--- src/rtl/abscan_pkg.sv ---
/*
 * constants, register map and state type for the analog boundary-scan
 * host controller.
 * assumes: a 50 MHz pclk and an external tap whose chain segment for the
 * comparator and converter cells is laid out as given here.
 */
package abscan_pkg;

   // ----------------------------------------------------------------
   // register bus
   // ----------------------------------------------------------------
   localparam int ADDR_W = 8;
   localparam int DATA_W = 32;
   localparam logic [7:0] OFF_CTRL = 8'h00;
   localparam logic [7:0] OFF_DRIVE = 8'h04;
   localparam logic [7:0] OFF_IR = 8'h08;
   localparam logic [7:0] OFF_STATUS = 8'h0C;
   localparam logic [7:0] OFF_CAPT = 8'h10;
   localparam int CTRL_DR_GO = 0;
   localparam int CTRL_IDLE = 1;
   localparam int CTRL_IR_GO = 2;
   localparam int STAT_BUSY = 0;
   localparam int STAT_DONE = 1;

   // ----------------------------------------------------------------
   // chain segment, position 0 is shifted first
   // ----------------------------------------------------------------
   localparam int CHAIN_LEN = 22;
   localparam int IR_LEN = 4;
   localparam logic [4:0] POS_CMP_RESULT = 5'h00;
   localparam logic [4:0] POS_CMP_OFF = 5'h01;
   localparam logic [4:0] POS_CMP_MUX = 5'h02;
   localparam logic [4:0] POS_CMP_BG = 5'h03;
   localparam logic [4:0] POS_CONV_RESULT = 5'h04;
   localparam logic [4:0] POS_AMP_CLK = 5'h05;
   localparam logic [4:0] POS_AMP_PATH = 5'h06;
   localparam logic [4:0] POS_NEG_BG = 5'h07;
   localparam logic [4:0] POS_CONV_PWR = 5'h08;
   localparam logic [4:0] POS_AMP_PWR = 5'h09;
   localparam logic [4:0] POS_DAC0 = 5'h0A;
   localparam logic [4:0] POS_DAC9 = 5'h13;
   localparam logic [4:0] POS_BYPASS = 5'h14;
   localparam logic [4:0] POS_GND = 5'h15;
   localparam logic [4:0] DR_LAST = 5'(CHAIN_LEN - 1);
   localparam logic [4:0] IR_LAST = 5'(IR_LEN - 1);

   // recommended inactive vector and the bits software may drive
   localparam logic [21:0] IDLE_VEC = 22'h180002;
   localparam logic [21:0] DRIVE_MASK = 22'h3FFFEE;
   localparam logic [21:0] DRIVE_RST = IDLE_VEC;
   localparam logic [3:0] IR_RST = 4'h0;
   localparam logic CTRL_IDLE_RST = 1'b1;

   // ----------------------------------------------------------------
   // test clock timing
   // ----------------------------------------------------------------
   localparam int CLK_NS = 20;
   localparam int TCK_PERIOD_NS = 160;
   localparam int TCK_CYC = TCK_PERIOD_NS / CLK_NS;
   localparam logic [2:0] PH_LAST = 3'(TCK_CYC - 1);
   localparam logic [2:0] PH_RISE = 3'(TCK_CYC / 2);
   localparam logic [4:0] TLR_LAST = 5'h04;

   typedef enum logic [2:0] {
      S_IDLE = 3'h0,
      S_RESET = 3'h1,
      S_SEL = 3'h2,
      S_SELIR = 3'h3,
      S_CAP = 3'h4,
      S_ENTER = 3'h5,
      S_SHIFT = 3'h6,
      S_UPD = 3'h7
   } abscan_state_t;

endpackage

--- src/rtl/abscan_host.sv ---
/*
 * tester-side controller for the analog boundary-scan cells: takes
 * orders over apb, drives tck/tms/tdi and samples tdo.
 * assumes: tdo is asynchronous to pclk; the device tap changes tdo on
 * the falling test clock and samples tms/tdi on the rising one.
 */
// Function
// - idle comparator: off one, mux, bandgap zero
// - idle converter: amplifier clock held zero
// - idle converter: amplifier path enable zero
// - idle converter: negative bandgap select zero
// - idle converter: converter power zero
// - idle converter: amplifier power zero
// - dac idle: top bit one, rest zero
// - idle converter: bypass channel connect one
// - idle converter: negative ground select zero
// - connectivity test needs no converter operation
// - all chains shift least significant first
`timescale 1ns/1ps
`default_nettype none

module abscan_host (
   input wire logic pclk, // system clock
   input wire logic presetn, // async reset, low active
   input wire logic psel, // apb select
   input wire logic penable, // apb access phase
   input wire logic pwrite, // apb direction
   input wire logic [abscan_pkg::ADDR_W-1:0] paddr, // apb address
   input wire logic [abscan_pkg::DATA_W-1:0] pwdata, // apb write data
   output logic [abscan_pkg::DATA_W-1:0] prdata, // apb read data
   output logic pready, // apb ready
   output logic pslverr, // apb error
   output logic tck, // test clock
   output logic tms, // test mode select
   output logic tdi, // test data to device
   input wire logic tdo // test data from device
);
   import abscan_pkg::*;

   // ----------------------------------------------------------------
   // declarations
   // ----------------------------------------------------------------
   logic [31:0] prdata_q, prdata_d;
   logic pready_q, pready_d, pslverr_q, pslverr_d;
   logic ctrl_idle_q, ctrl_idle_d, done_q, done_d;
   logic dr_go_q, dr_go_d, ir_go_q, ir_go_d;
   logic [21:0] drive_q, drive_d;
   logic [3:0] ir_q, ir_d;
   abscan_state_t st_q, st_d;
   logic [2:0] ph_q, ph_d;
   logic [4:0] cnt_q, cnt_d;
   logic [21:0] sh_q, sh_d, capt_q, capt_d, vec_q, vec_d;
   logic run_ir_q, run_ir_d, idle_run_q, idle_run_d;
   logic tck_q, tck_d, tms_q, tms_d, tdi_q, tdi_d;
   logic tdo_m_q, tdo_s_q;
   logic acc, wr, busy, take_dr, take_ir, scan_end;
   logic [21:0] start_vec;

   // last bit index of the current scan
   function automatic logic [4:0] last_idx(input logic ir);
      return ir ? IR_LAST : DR_LAST;
   endfunction

   // offset lies in the register map
   function automatic logic mapped(input logic [7:0] a);
      return a == OFF_CTRL || a == OFF_DRIVE || a == OFF_IR ||
         a == OFF_STATUS || a == OFF_CAPT;
   endfunction

   // tms level to hold during a test clock step of the given state
   function automatic logic tms_of(input abscan_state_t s,
      input logic [4:0] c, input logic ir);
      logic t;
      t = 1'b0;
      case (s)
         S_RESET, S_SEL, S_SELIR, S_UPD: t = 1'b1;
         S_SHIFT: t = (c == last_idx(ir));
         default: t = 1'b0;
      endcase
      return t;
   endfunction

   // ----------------------------------------------------------------
   // apb slave and registers
   // ----------------------------------------------------------------
   // one wait state: ready rises the cycle after the access starts
   always_comb begin
      acc = psel && penable && !pready_q;
      wr = psel && penable && pready_q && pwrite && !pslverr_q;
      busy = (st_q != S_IDLE) || dr_go_q || ir_go_q;
      pready_d = acc;
      pslverr_d = acc && !mapped(paddr);
      prdata_d = prdata_q;
      ctrl_idle_d = ctrl_idle_q;
      drive_d = drive_q;
      ir_d = ir_q;
      dr_go_d = dr_go_q;
      ir_go_d = ir_go_q;
      done_d = done_q;
      if (acc && !pwrite) begin
         case (paddr)
            OFF_CTRL: prdata_d = {30'h0, ctrl_idle_q, 1'b0};
            OFF_DRIVE: prdata_d = {10'h000, drive_q};
            OFF_IR: prdata_d = {28'h0, ir_q};
            OFF_STATUS: prdata_d = {30'h0, done_q, busy};
            OFF_CAPT: prdata_d = {10'h000, capt_q};
            default: prdata_d = 32'h0;
         endcase
      end
      if (wr) begin
         case (paddr)
            OFF_CTRL: begin
               ctrl_idle_d = pwdata[CTRL_IDLE];
               if (!busy) begin
                  dr_go_d = pwdata[CTRL_DR_GO];
                  ir_go_d = pwdata[CTRL_IR_GO];
               end
            end
            OFF_DRIVE: drive_d = pwdata[21:0];
            OFF_IR: ir_d = pwdata[3:0];
            OFF_STATUS: if (pwdata[STAT_DONE]) done_d = 1'b0;
            default: done_d = done_d;
         endcase
      end
      if (take_dr) dr_go_d = 1'b0;
      if (take_ir) ir_go_d = 1'b0;
      // a scan ending in the clearing cycle still sets done
      if (scan_end) done_d = 1'b1;
   end

   // register the bus side
   always_ff @(posedge pclk or negedge presetn) begin
      if (!presetn) begin
         prdata_q <= 32'h0;
         pready_q <= 1'b0;
         pslverr_q <= 1'b0;
         ctrl_idle_q <= CTRL_IDLE_RST;
         drive_q <= DRIVE_RST;
         ir_q <= IR_RST;
         dr_go_q <= 1'b0;
         ir_go_q <= 1'b0;
         done_q <= 1'b0;
      end else begin
         prdata_q <= prdata_d;
         pready_q <= pready_d;
         pslverr_q <= pslverr_d;
         ctrl_idle_q <= ctrl_idle_d;
         drive_q <= drive_d;
         ir_q <= ir_d;
         dr_go_q <= dr_go_d;
         ir_go_q <= ir_go_d;
         done_q <= done_d;
      end
   end

   // ----------------------------------------------------------------
   // tdo synchroniser
   // ----------------------------------------------------------------
   // two flops before any logic looks at the device output
   always_ff @(posedge pclk or negedge presetn) begin
      if (!presetn) begin
         tdo_m_q <= 1'b0;
         tdo_s_q <= 1'b0;
      end else begin
         tdo_m_q <= tdo;
         tdo_s_q <= tdo_m_q;
      end
   end

   // ----------------------------------------------------------------
   // tap sequencer
   // ----------------------------------------------------------------
   // one state step per test clock; pins change as tck falls, tdo is
   // taken in the last high phase, long after the device drove it
   always_comb begin
      st_d = st_q;
      ph_d = ph_q + 3'h1;
      cnt_d = cnt_q;
      sh_d = sh_q;
      capt_d = capt_q;
      vec_d = vec_q;
      run_ir_d = run_ir_q;
      idle_run_d = idle_run_q;
      tms_d = tms_q;
      tdi_d = tdi_q;
      take_dr = 1'b0;
      take_ir = 1'b0;
      scan_end = 1'b0;
      // idle mode forces the recommended inactive levels
      start_vec = IDLE_VEC;
      // otherwise software's vector; nothing here runs the converter
      if (!ctrl_idle_q) start_vec = drive_q & DRIVE_MASK;
      if (ph_q == PH_LAST) begin
         ph_d = 3'h0;
         case (st_q)
            S_RESET: begin
               cnt_d = cnt_q + 5'h01;
               if (cnt_q == TLR_LAST) begin
                  st_d = S_IDLE;
                  cnt_d = 5'h00;
               end
            end
            S_IDLE: begin
               if (ir_go_q || dr_go_q) begin
                  take_ir = ir_go_q;
                  take_dr = !ir_go_q;
                  st_d = S_SEL;
                  run_ir_d = ir_go_q;
                  idle_run_d = ctrl_idle_q && !ir_go_q;
                  vec_d = start_vec;
                  sh_d = ir_go_q ? {18'h00000, ir_q} : start_vec;
               end
            end
            S_SEL: st_d = run_ir_q ? S_SELIR : S_CAP;
            S_SELIR: st_d = S_CAP;
            // leaving capture loads the cells with what they observe
            S_CAP: st_d = S_ENTER;
            S_ENTER: st_d = S_SHIFT;
            S_SHIFT: begin
               // bit 0 leaves first, device bits enter from the top
               sh_d = {tdo_s_q, sh_q[21:1]};
               cnt_d = cnt_q + 5'h01;
               if (cnt_q == last_idx(run_ir_q)) begin
                  st_d = S_UPD;
                  cnt_d = 5'h00;
               end
            end
            S_UPD: begin
               // update step moves the shifted bits to the latches
               st_d = S_IDLE;
               scan_end = 1'b1;
               if (!run_ir_q) capt_d = sh_q;
            end
            default: st_d = S_IDLE;
         endcase
         tms_d = tms_of(st_d, cnt_d, run_ir_d);
         tdi_d = (st_d == S_SHIFT) ? sh_d[0] : 1'b0;
      end
      tck_d = (ph_d >= PH_RISE);
   end

   // register the tap side; the tap is walked to reset after presetn
   always_ff @(posedge pclk or negedge presetn) begin
      if (!presetn) begin
         st_q <= S_RESET;
         ph_q <= 3'h0;
         cnt_q <= 5'h00;
         sh_q <= 22'h000000;
         capt_q <= 22'h000000;
         vec_q <= 22'h000000;
         run_ir_q <= 1'b0;
         idle_run_q <= 1'b0;
         tck_q <= 1'b0;
         tms_q <= 1'b1;
         tdi_q <= 1'b0;
      end else begin
         st_q <= st_d;
         ph_q <= ph_d;
         cnt_q <= cnt_d;
         sh_q <= sh_d;
         capt_q <= capt_d;
         vec_q <= vec_d;
         run_ir_q <= run_ir_d;
         idle_run_q <= idle_run_d;
         tck_q <= tck_d;
         tms_q <= tms_d;
         tdi_q <= tdi_d;
      end
   end

   // outputs straight from flops
   assign prdata = prdata_q;
   assign pready = pready_q;
   assign pslverr = pslverr_q;
   assign tck = tck_q;
   assign tms = tms_q;
   assign tdi = tdi_q;

   // data bit on tdi while a data scan is shifting
   logic dr_bit;
   assign dr_bit = st_q == S_SHIFT && !run_ir_q && ph_q == 3'h1;
endmodule

`default_nettype wire

--- config.mk ---
export PLATFORM = sky130hd
export DESIGN_NAME = abscan_host
export DESIGN_NICKNAME = d
export VERILOG_FILES = /design/src/rtl/abscan_pkg.sv /design/src/rtl/abscan_host.sv
export SDC_FILE = /design/constraint.sdc
export NUM_CORES = 1
export LEC_CHECK = 0
export ABC_CLOCK_PERIOD_IN_PS = 5000
export BUFFER_PORTS_ARGS = -buffer_cell sky130_fd_sc_hd__buf_2
export CORE_MARGIN = 2
export CORE_UTILIZATION = 35
export CTS_BUF_LIST = sky130_fd_sc_hd__clkbuf_4 sky130_fd_sc_hd__clkbuf_8
export CTS_CLUSTER_SIZE = 14
export DETAILED_ROUTE_END_ITERATION = 16
export SYNTH_ARGS = -nofsm -noshare
export SYNTH_HDL_FRONTEND = slang
export SYNTH_SLANG_ARGS = --single-unit
--- constraint.sdc ---
create_clock -name pclk -period 5 [get_ports pclk]
set_clock_uncertainty 0.1 [all_clocks]
set_input_delay 0.5 -clock pclk [delete_from_list [all_inputs] [get_ports pclk]]
set_output_delay 0.5 -clock pclk [all_outputs]
set_load 0.05 [all_outputs]
==> impl_metrics.yaml, run 1 <==
cts:
  clock-sinks: 114
  clock_path_buffers: 2
  root_buffer: "clkbuf_8"
  htree_levels: 4
  clock_latency_ns: 0.43
  cts_inserted_buffers: 17
  clk_pin_slew_ns: 0.07
  cts.repair.resized: 0
  cts_hold_buf: 0
  cts_tree: "done"
  cts_setup_buffers: 0
outcome:
  outcome: "finished, final reports clean"
synth:
  ys_top_cells_by_area: "dfrtp_1 51%, mux2_4 5.6%, mux2_2 5.3%, a22oi_1 4.8%, nand2_1 4.4%"
  synth-edff-count: 0
  synth_cells: 484
  syn_area_per_cell_um2: 11.03
  ys_warn_count: 0
  synth_ff_type: "dfrtp_1"
  synth_cell_types: 63
  synth.yosys.seq_area_share_pct: 53.59
  yosysTopAreaCellShare_pct: 50.63
  syn_area_mm2: 0.005338
  synthArstFlopShare_pct: 100.0
  ys_ff_latch: 114
  yosysTopAreaCell: "dfrtp_1"
die:
  die_y_um: 127.5
  die_w_um: 127.5
  io_pins: 83
  start_util_pct: 35.51
  core_area_mm2: 0.01503
  row_count: 45
  die-area_mm2: 0.01625
setup_path:
  crit_fanout: 25
  worstSetupEndpointType: "register"
  crit_required_ns: 5.26
  max_stage_delay_ns: 0.98
  critPathLaunch: "st_q[1]"
  arrival_ns: 3.34
  rr_startpoint: "st_q[1]"
  worst-setup-path-type: "reg2reg"
  cp-start-kind: "register"
  cp_cell_sequence: "and3b_1 -> nand3_1 -> a22oi_1 -> nor4_1 -> o2bb2ai_1 -> a221o_1"
  crit_slowest_cell: "and3b_1"
sta:
  worstMarginPinSlew_ns: 1.181
  post-route-period-util_pct: 61.59
  holdWs_ns: 0.05337
  setup_viol: 0
  final.min_clock_period_ns: 3.079
  final.setup.tns_ns: 0
  fmax_ghz: 0.3247
  finalMaxSlewViolations: 0
  hold_viol: 0
  max-slew-margin-rel_pct: 21.07
  setup_ws_ns: 1.921
  rsz0062_at_grt: "false"
place:
  dp_hpwl_mm: 7.921
  place_area_mm2: 0.005741
  dp.cells: 707
  gp_congestion: 0.8670
  dp_slack_ns: 1.486
  io_buffers: 62
layout:
  final-seq-area_mm2: 0.002860
  final_cells: 739
  mostFrequentLayoutCells: "108 x dfrtp_1, 63 x nand2_1, 61 x buf_2"
  antenna_cells: 0
  multi_input_area_mm2: 0.002265
  final_area_mm2: 0.006125
  syn_to_final_growth_pct: 14.74
  fillerInstances: 1436
  utilization_pct: 40.74
  layout-drive-gt1-share_pct: 29.04
  finalNetCount: 588
  final_common_cell: "dfrtp_1"
drt:
  drtIter0Drc: 192
  routed_wl_mm: 12.29
  drt_pass1_iterations: 5
  num_vias: 3883
  vias_per_cell: 5.254
  antenna_left: 0
  drc_errors: 0
  wire_per_inst_um: 16.63
pwr:
  power.leakage_nw: 2.813
  power_mw: 1.828
  max-vdd-ir-drop_v: 0.0001545
  p_per_area_mw_per_mm2: 298.5
global_routing:
  grt_overflow: 0
  grt_pass1_wl_mm: 20.44
  antenna_found_initial: 0
  grt_max_degree: 63
  track_usage_pct: 15.76
  first_global_vias: 3937
job:
  maxCapViolations: 0
worst_hold_path:
  worst_hold_path_type: "in2async"
## registers in the layout (all words and copies together), names as in the netlist, 3 cells and up
signal / flops
capt_q: 22
drive_q: 22
prdata: 22
sh_q: 22
cnt_q: 5
ir_q: 4
ph_q: 3
st_q: 3
## cell type report
cell class / instances / share of cell area (%)
Sequential cell: 114 / 46.70
Multi-Input combinational cell: 330 / 36.98
Timing Repair Buffer: 67 / 5.720
Clock buffer: 21 / 4.515
Tap cell: 188 / 3.841
Clock inverter: 11 / 1.757
Inverter: 8 / 0.4903
## metal layers
metal  global-route usage [%]  part of all wire [%]  vias to the layer above
met4                    5.236                   1.3                        0
li1                         -                     -                     1837
met5                        0                     0                        -
met1                    22.71                    50                     1930
met3                    3.476                   4.2                       16
met2                    23.59                    45                      100
## Yosys cell counts, drive strengths merged (3+ instances only)
master   instances
ha               4
nand2b           3
nor2b            3
a22oi           34
nor3             7
a21oi           18
a22o             8
nand3            9
nor4             3
dfrtp          108
o21ai           50
mux2            51
buf             23
inv              8
nor2            23
nand4bb          3
nand2           64
clkbuf          18
nand4            3
dfstp            6
## worst paths after layout
| kind | to | slack (ns) | cells past startpoint |
|---|---|---|---|
| setup / recovery | tms | 1.92 | 6 |
| hold / removal | cnt_q[0] | 0.05 | 1 |
| setup reg to reg | tms | 1.92 | 6 |
| hold reg to reg | tdo_s_q | 0.29 | 0 |
| max in group asynchronous | capt_q[10] | 3.58 | 2 |
| min in group pclk | tdo_m_q | 0.08 | 1 |
## power by group
group | internal (mW) | total, mW | switching, mW
combinational | 0.0171 | 0.0723 | 0.0552
clock | 0.432 | 0.827 | 0.395
sequential | 0.926 | 0.929 | 0.00374
total | 1.37 | 1.83 | 0.454
## logic make-up (layout without fill, tap and decap cells)
family,after synthesis,count (layout),share of synthesized area (%)
AO/OA/AOI/OAI,132,132,15.99
AND/OR/NAND/NOR,130,130,12.05
flip-flops,114,114,53.59
multiplexers,52,52,12.35
buffers and inverters,49,107,4.665
adder cells (fa/ha/maj),5,5,1.125
other,1,10,0.07026
XOR/XNOR,1,1,0.1641
## critical path, delay by kind of cell (launching register included)
kind / cells / cell delay (ns)
AND/OR/NAND/NOR: 3 / 1.39
AO/OA/AOI/OAI: 3 / 0.84
flip-flops: 1 / 0.68
Note: power is estimated with default switching activity, not from simulation.
==> run 2, diff against run 1 <==
- ABC_CLOCK_PERIOD_IN_PS: 5000 -> 2700
- clock period: 5 -> 2.7 ns (I/O delays scaled with it)
==> run 2 against run 1 <==
Global-route usage rose by 0.75 points. Sequential power rose by 85%. Final cell count rose by 4.6%. Sequential share of layout area fell by 2.3 points. Routed wire length rose by 2.3%. First-iteration DRC count rose by 12%. Via count rose by 5.0%. Critical path depth rose by 2. Design area rose by 5.1%. Clock-buffer cell count fell by 2. Critical path type unchanged. Critical endpoint unchanged.
==> impl_metrics.yaml, run 2 (synthesis gave the netlist of run 1 again) <==
outcome:
  outcome: "finished, final reports clean"
place:
  io_buffers: 62
  dp_hpwl_mm: 8.336
  dp.cells: 718
  gp_congestion: 0.8713
global_routing:
  first_global_vias: 4180
  grt_overflow: 0
  grt_max_degree: 50
  antenna_found_initial: 0
  grt_pass1_wl_mm: 21.22
  track_usage_pct: 16.52
sta:
  holdWs_ns: 0.02173
  fmax_ghz: 0.4139
  worstMarginPinSlew_ns: 0.6370
  hold_viol: 0
  rsz0062_at_grt: "false"
  final.setup.tns_ns: 0
  max-slew-margin-rel_pct: 57.53
  finalMaxSlewViolations: 0
  post-route-period-util_pct: 89.48
  setup_viol: 0
  final.min_clock_period_ns: 2.416
cts:
  clock_latency_ns: 0.43
  clock-sinks: 114
  root_buffer: "clkbuf_8"
  cts_setup_buffers: 0
  htree_levels: 4
  clock_path_buffers: 2
  clk_pin_slew_ns: 0.07
  cts_inserted_buffers: 17
  cts_tree: "done"
layout:
  mostFrequentLayoutCells: "108 x dfrtp_1, 63 x nand2_1, 61 x buf_2"
  final_cells: 773
  syn_to_final_growth_pct: 20.56
  fillerInstances: 1426
  finalNetCount: 623
  final_common_cell: "dfrtp_1"
  antenna_cells: 0
  layout-drive-gt1-share_pct: 29.06
pwr:
  max-vdd-ir-drop_v: 0.0002497
  power.leakage_nw: 2.954
  p_per_area_mw_per_mm2: 525.2
die:
  die_y_um: 127.5
  die-area_mm2: 0.01625
  row_count: 45
  io_pins: 83
  start_util_pct: 35.51
  die_w_um: 127.5
  core_area_mm2: 0.01503
drt:
  antenna_left: 0
  drt_pass1_iterations: 4
  routed_wl_mm: 12.57
  vias_per_cell: 5.276
  drtIter0Drc: 215
  wire_per_inst_um: 16.27
  drc_errors: 0
  num_vias: 4078
worst_hold_path:
  worst_hold_path_type: "in2reg"
setup_path:
  worst-setup-path-type: "reg2reg"
  crit_fanout: 7
  arrival_ns: 2.68
  worstSetupEndpointType: "register"
  crit_required_ns: 2.97
  cp-start-kind: "register"
job:
  maxCapViolations: 0
==> run 2: changes by cell type in the layout (fill, tap and decap cells not counted) <==
cell           previous run  this run
dlygate4sd3_1             0        24
buf_4                     6        17
clkinv_4                  6         3
clkbuf_4                  2         0
clkinvlp_4                2         4
clkinv_2                  2         3
inv_6                     0         1
==> run 2: cell type report <==
class | count | area (um2) | share of cell area, %
well taps | 188 | 235.2 | 3.655
clock inverters | 12 | 110.1 | 1.711
inverters | 8 | 30.03 | 0.4667
clock buffers | 19 | 261.5 | 4.064
multi-input cells | 330 | 2265 | 35.19
flip-flops and latches | 114 | 2860 | 44.45
repair buffers | 102 | 673.1 | 10.46
==> run 2: repair_timing <==
| item | in CTS | in global routing |
|---|---|---|
| endpoints found under the hold margin | 68 | 0 |
| gates resized for setup | 0 | 0 |
| hold buffers | 24 | 0 |
==> run 2: path summary, 6_finish.rpt <==
path                               to  slack (ns)      start  cells past startpoint
setup / recovery                  tms        0.28   cnt_q[1]                      8
hold / removal                ir_q[0]        0.02  pwdata[0]                      2
setup reg to reg                  tms        0.28   cnt_q[1]                      8
hold reg to reg               tdo_s_q        0.29    tdo_m_q                      0
max in group asynchronous  drive_q[8]        1.37    presetn                      3
min in group asynchronous  prdata[19]        0.30    presetn                      2
==> run 2: stage by stage <==
stage	setup WS [ns]	area (um2)	util [%]	power (mW)
after CTS	0.3131	6435	42.80	3.418
after detailed placement	0.2752	5823	38.73	1.893
after global routing	0.05721	6435	42.80	3.518
after global placement	0.3649	5823	38.73	1.891
final	0.2841	6435	42.80	3.379
after floorplan	0.4811	5371	-	1.824
==> run 2: worst max-delay path: stages (launching register included) <==
cell	delay, ns
dfrtp_1	0.47
inv_1	0.09
ha_1	0.16
nor4bb_1	0.28
o32a_1	0.30
a21oi_1	0.11
o311ai_0	0.36
o2bb2ai_1	0.16
a221o_1	0.33
==> run 2: routing by layer <==
layer | GRT usage, % | vias up | share of wire (%)
li1 | - | 1907 | -
met1 | 22.94 | 2026 | 49
met2 | 25.57 | 124 | 46
met3 | 3.727 | 21 | 4.0
met4 | 5.753 | 0 | 1.4
met5 | 0 | - | 0
==> run 2: power by group <==
group          internal, mW  total, mW  leakage [nW]  switching [mW]
clock network         0.770       1.49         0.180           0.723
logic                0.0573      0.165          1.22           0.108
registers              1.71       1.72          1.56         0.00647
==> run 3, diff against run 2 <==
- ABC_AREA: not set -> 1
- ABC_CLOCK_PERIOD_IN_PS: 2700 -> not set
==> run 3 against run 2 <==
Design area rose by 2.4%. Clock power barely moved. Register-to-register slack improved by 0.30 ns. Final cell count increased by 24%. Via count increased by 10%. Routed wire length rose by 2.9%. Combinational power rose by 11%. Critical path type is now in2reg. Largest cell class unchanged.
==> impl_metrics.yaml, run 3 <==
sta:
  final.min_clock_period_ns: 2.409
  rsz0062_at_grt: "false"
  fmax_ghz: 0.4151
  hold_viol: 0
  max-slew-margin-rel_pct: 55.16
  holdWs_ns: 0.02270
  final.setup.tns_ns: 0
  worstMarginPinSlew_ns: 0.6725
  setup_viol: 0
  post-route-period-util_pct: 89.23
  finalMaxSlewViolations: 0
setup_path:
  max_stage_delay_ns: 0.57
  crit_top_cell: "nand2_1"
  arrival_ns: 2.64
  crit_fanout: 24
  crit_slowest_cell: "dlygate4sd3_1"
  cp.buffers_inverters: 5
  worst-setup-path-type: "in2reg"
  worstSetupEndpointType: "register"
  worstSetupEndpoint: "prdata[0]"
  r2r_slack_ns: 0.58
  path_depth: 10
  cp-start-kind: "input port"
  reg2regPathDepth: 7
  rr_startpoint: "st_q[2]"
  rr_endpoint: "sh_q[19]"
  cp_cell_sequence: "dlygate4sd3_1 -> buf_2 -> nand2_1 -> dlygate4sd3_1 -> nor2_1 -> nand2_1 -> buf_4 -> clkinvlp_4 -> o21ai_0 -> nand2_1"
  crit_required_ns: 2.93
  critPathLaunch: "penable"
  critPathTopFamily: "buffers and inverters"
cts:
  root_buffer: "clkbuf_8"
  clk_pin_slew_ns: 0.07
  cts_inserted_buffers: 17
  htree_levels: 4
  clock_latency_ns: 0.45
  clock-sinks: 114
  cts_tree: "done"
  clock_path_buffers: 2
worst_hold_path:
  worst_hold_path_type: "in2reg"
layout:
  mostFrequentLayoutCells: "169 x nand2_1, 108 x dfrtp_1, 83 x inv_1"
  antenna_cells: 0
  finalNetCount: 790
  fillerInstances: 1538
  final_common_cell: "nand2_1"
  syn_to_final_growth_pct: 20.28
  final_area_mm2: 0.006590
  final_cells: 962
  layout-drive-gt1-share_pct: 19.44
drt:
  routed_wl_mm: 12.93
  wire_per_inst_um: 13.44
  num_vias: 4492
  drtIter0Drc: 217
  vias_per_cell: 4.669
  antenna_left: 0
  drc_errors: 0
  drt_pass1_iterations: 5
synth:
  ys_ff_latch: 114
  ys_top_cells_by_area: "dfrtp_1 49%, nand2_1 12%, inv_1 5.8%, o21ai_0 4.7%, dfstp_2 2.9%"
  synth_ff_type: "dfrtp_1"
  yosys.cell_count.top_type: "nand2_1"
  synth_common_cells: "169 x nand2_1, 108 x dfrtp_1, 84 x inv_1"
  syn_area_mm2: 0.005479
  synth.yosys.seq_area_share_pct: 52.20
  yosysTopAreaCell: "dfrtp_1"
  yosysTopAreaCellShare_pct: 49.33
  synthArstFlopShare_pct: 100.0
  synth_cell_types: 44
  syn_area_per_cell_um2: 8.442
  ys_warn_count: 0
  synth_cells: 649
  synth-edff-count: 0
die:
  row_count: 45
  start_util_pct: 35.91
  die_w_um: 129.1
  io_pins: 83
  die_y_um: 129.1
  core_area_mm2: 0.01526
  die-area_mm2: 0.01667
place:
  dp.cells: 906
  io_buffers: 62
  gp_congestion: 0.8487
  place_area_mm2: 0.005972
  dp_hpwl_mm: 8.744
job:
  maxCapViolations: 0
global_routing:
  antenna_found_initial: 0
  track_usage_pct: 16.70
  grt_overflow: 0
  first_global_vias: 4417
  grt_max_degree: 53
  grt_pass1_wl_mm: 21.66
outcome:
  outcome: "finished, final reports clean"
pwr:
  p_per_area_mw_per_mm2: 511.3
  power.leakage_nw: 3.268
  max-vdd-ir-drop_v: 0.0002743
[run 3: cell types whose count changed after synthesis, moves of 7 or more]
cell	before	now
a22o_1	8	0
o21ai_1	21	11
o22ai_1	1	21
nand3_1	9	20
mux2_2	25	3
inv_1	8	84
a22oi_1	34	0
o32ai_1	1	14
nor2_1	21	38
nand2_1	63	169
inv_2	0	7
mux2_4	20	0
a21oi_1	18	28
o21ai_0	29	51
[run 3: worst min path at each step]
stage / slack [ns] / cells after the start / to / from
final: 0.02 / 3 / drive_q[0] / pwdata[0]
after global routing: 0.02 / 3 / drive_q[0] / pwdata[0]
after CTS: 0.006 / 3 / drive_q[0] / pwdata[0]
after detailed placement: 0.25 / 0 / tdo_s_q / tdo_m_q
after global placement: 0.24 / 0 / tdo_s_q / tdo_m_q
after floorplan: -0.13 / 0 / capt_q[0] / presetn
[run 3: tightest hold or removal path, cell delays in order]
cell and delay, ns:
buf_2 0.12, inv_1 0.06, o21ai_1 0.07
[run 3: timing repair]
action                                  4_1_cts  5_1_grt
endpoints found under the setup margin        0        1
hold endpoints to repair                     72        0
setup buffers                                 0        0
gates resized for setup                       0        2
hold buffers                                 25        0
[run 3: stage by stage]
stage	utilization [%]	setup slack, ns	power (mW)
after global placement	39.14	0.5842	1.912
after floorplan	-	0.7142	1.840
after CTS	43.12	0.06446	3.419
after detailed placement	39.14	0.5830	1.913
after global routing	43.19	0.1364	3.521
final	43.19	0.2909	3.370
[run 3: kinds of logic (layout without fill, tap and decap cells)]
family / Yosys count / after routing / share of synthesized area [%]
simple gates: 257 / 257 / 20.44
compound gates: 136 / 136 / 14.62
buf+inv: 131 / 224 / 10.64
flops: 114 / 114 / 52.20
fa+ha+maj: 4 / 4 / 0.9135
mux: 4 / 4 / 0.7992
xor+xnor: 2 / 2 / 0.3198
other cells: 1 / 10 / 0.06844
[run 3: area by class of cell]
type	instances	area [um2]	area share, %
Timing Repair Buffer	100	673.1	10.21
Timing Repair inverter	1	7.507	0.1139
Sequential cell	114	2860	43.40
Clock inverter	9	86.33	1.310
Clock buffer	21	270.3	4.101
Tap cell	211	264.0	4.006
Inverter	93	356.6	5.411
Multi-Input combinational cell	413	2072	31.44
[run 3: power breakdown]
group	total [mW]	switching, mW	internal [mW]
logic	0.183	0.125	0.0581
registers	1.72	0.00540	1.72
clock network	1.46	0.696	0.768
total	3.37	0.826	2.54
[run 3: metal layers]
| layer | part of all wire [%] | vias up | GRT usage (%) |
|---|---|---|---|
| li1 | - | 2270 | - |
| met1 | 47 | 2107 | 21.54 |
| met2 | 47 | 102 | 27.28 |
| met3 | 4.5 | 13 | 4.872 |
| met4 | 1.1 | 0 | 5.051 |
| met5 | 0 | - | 0 |
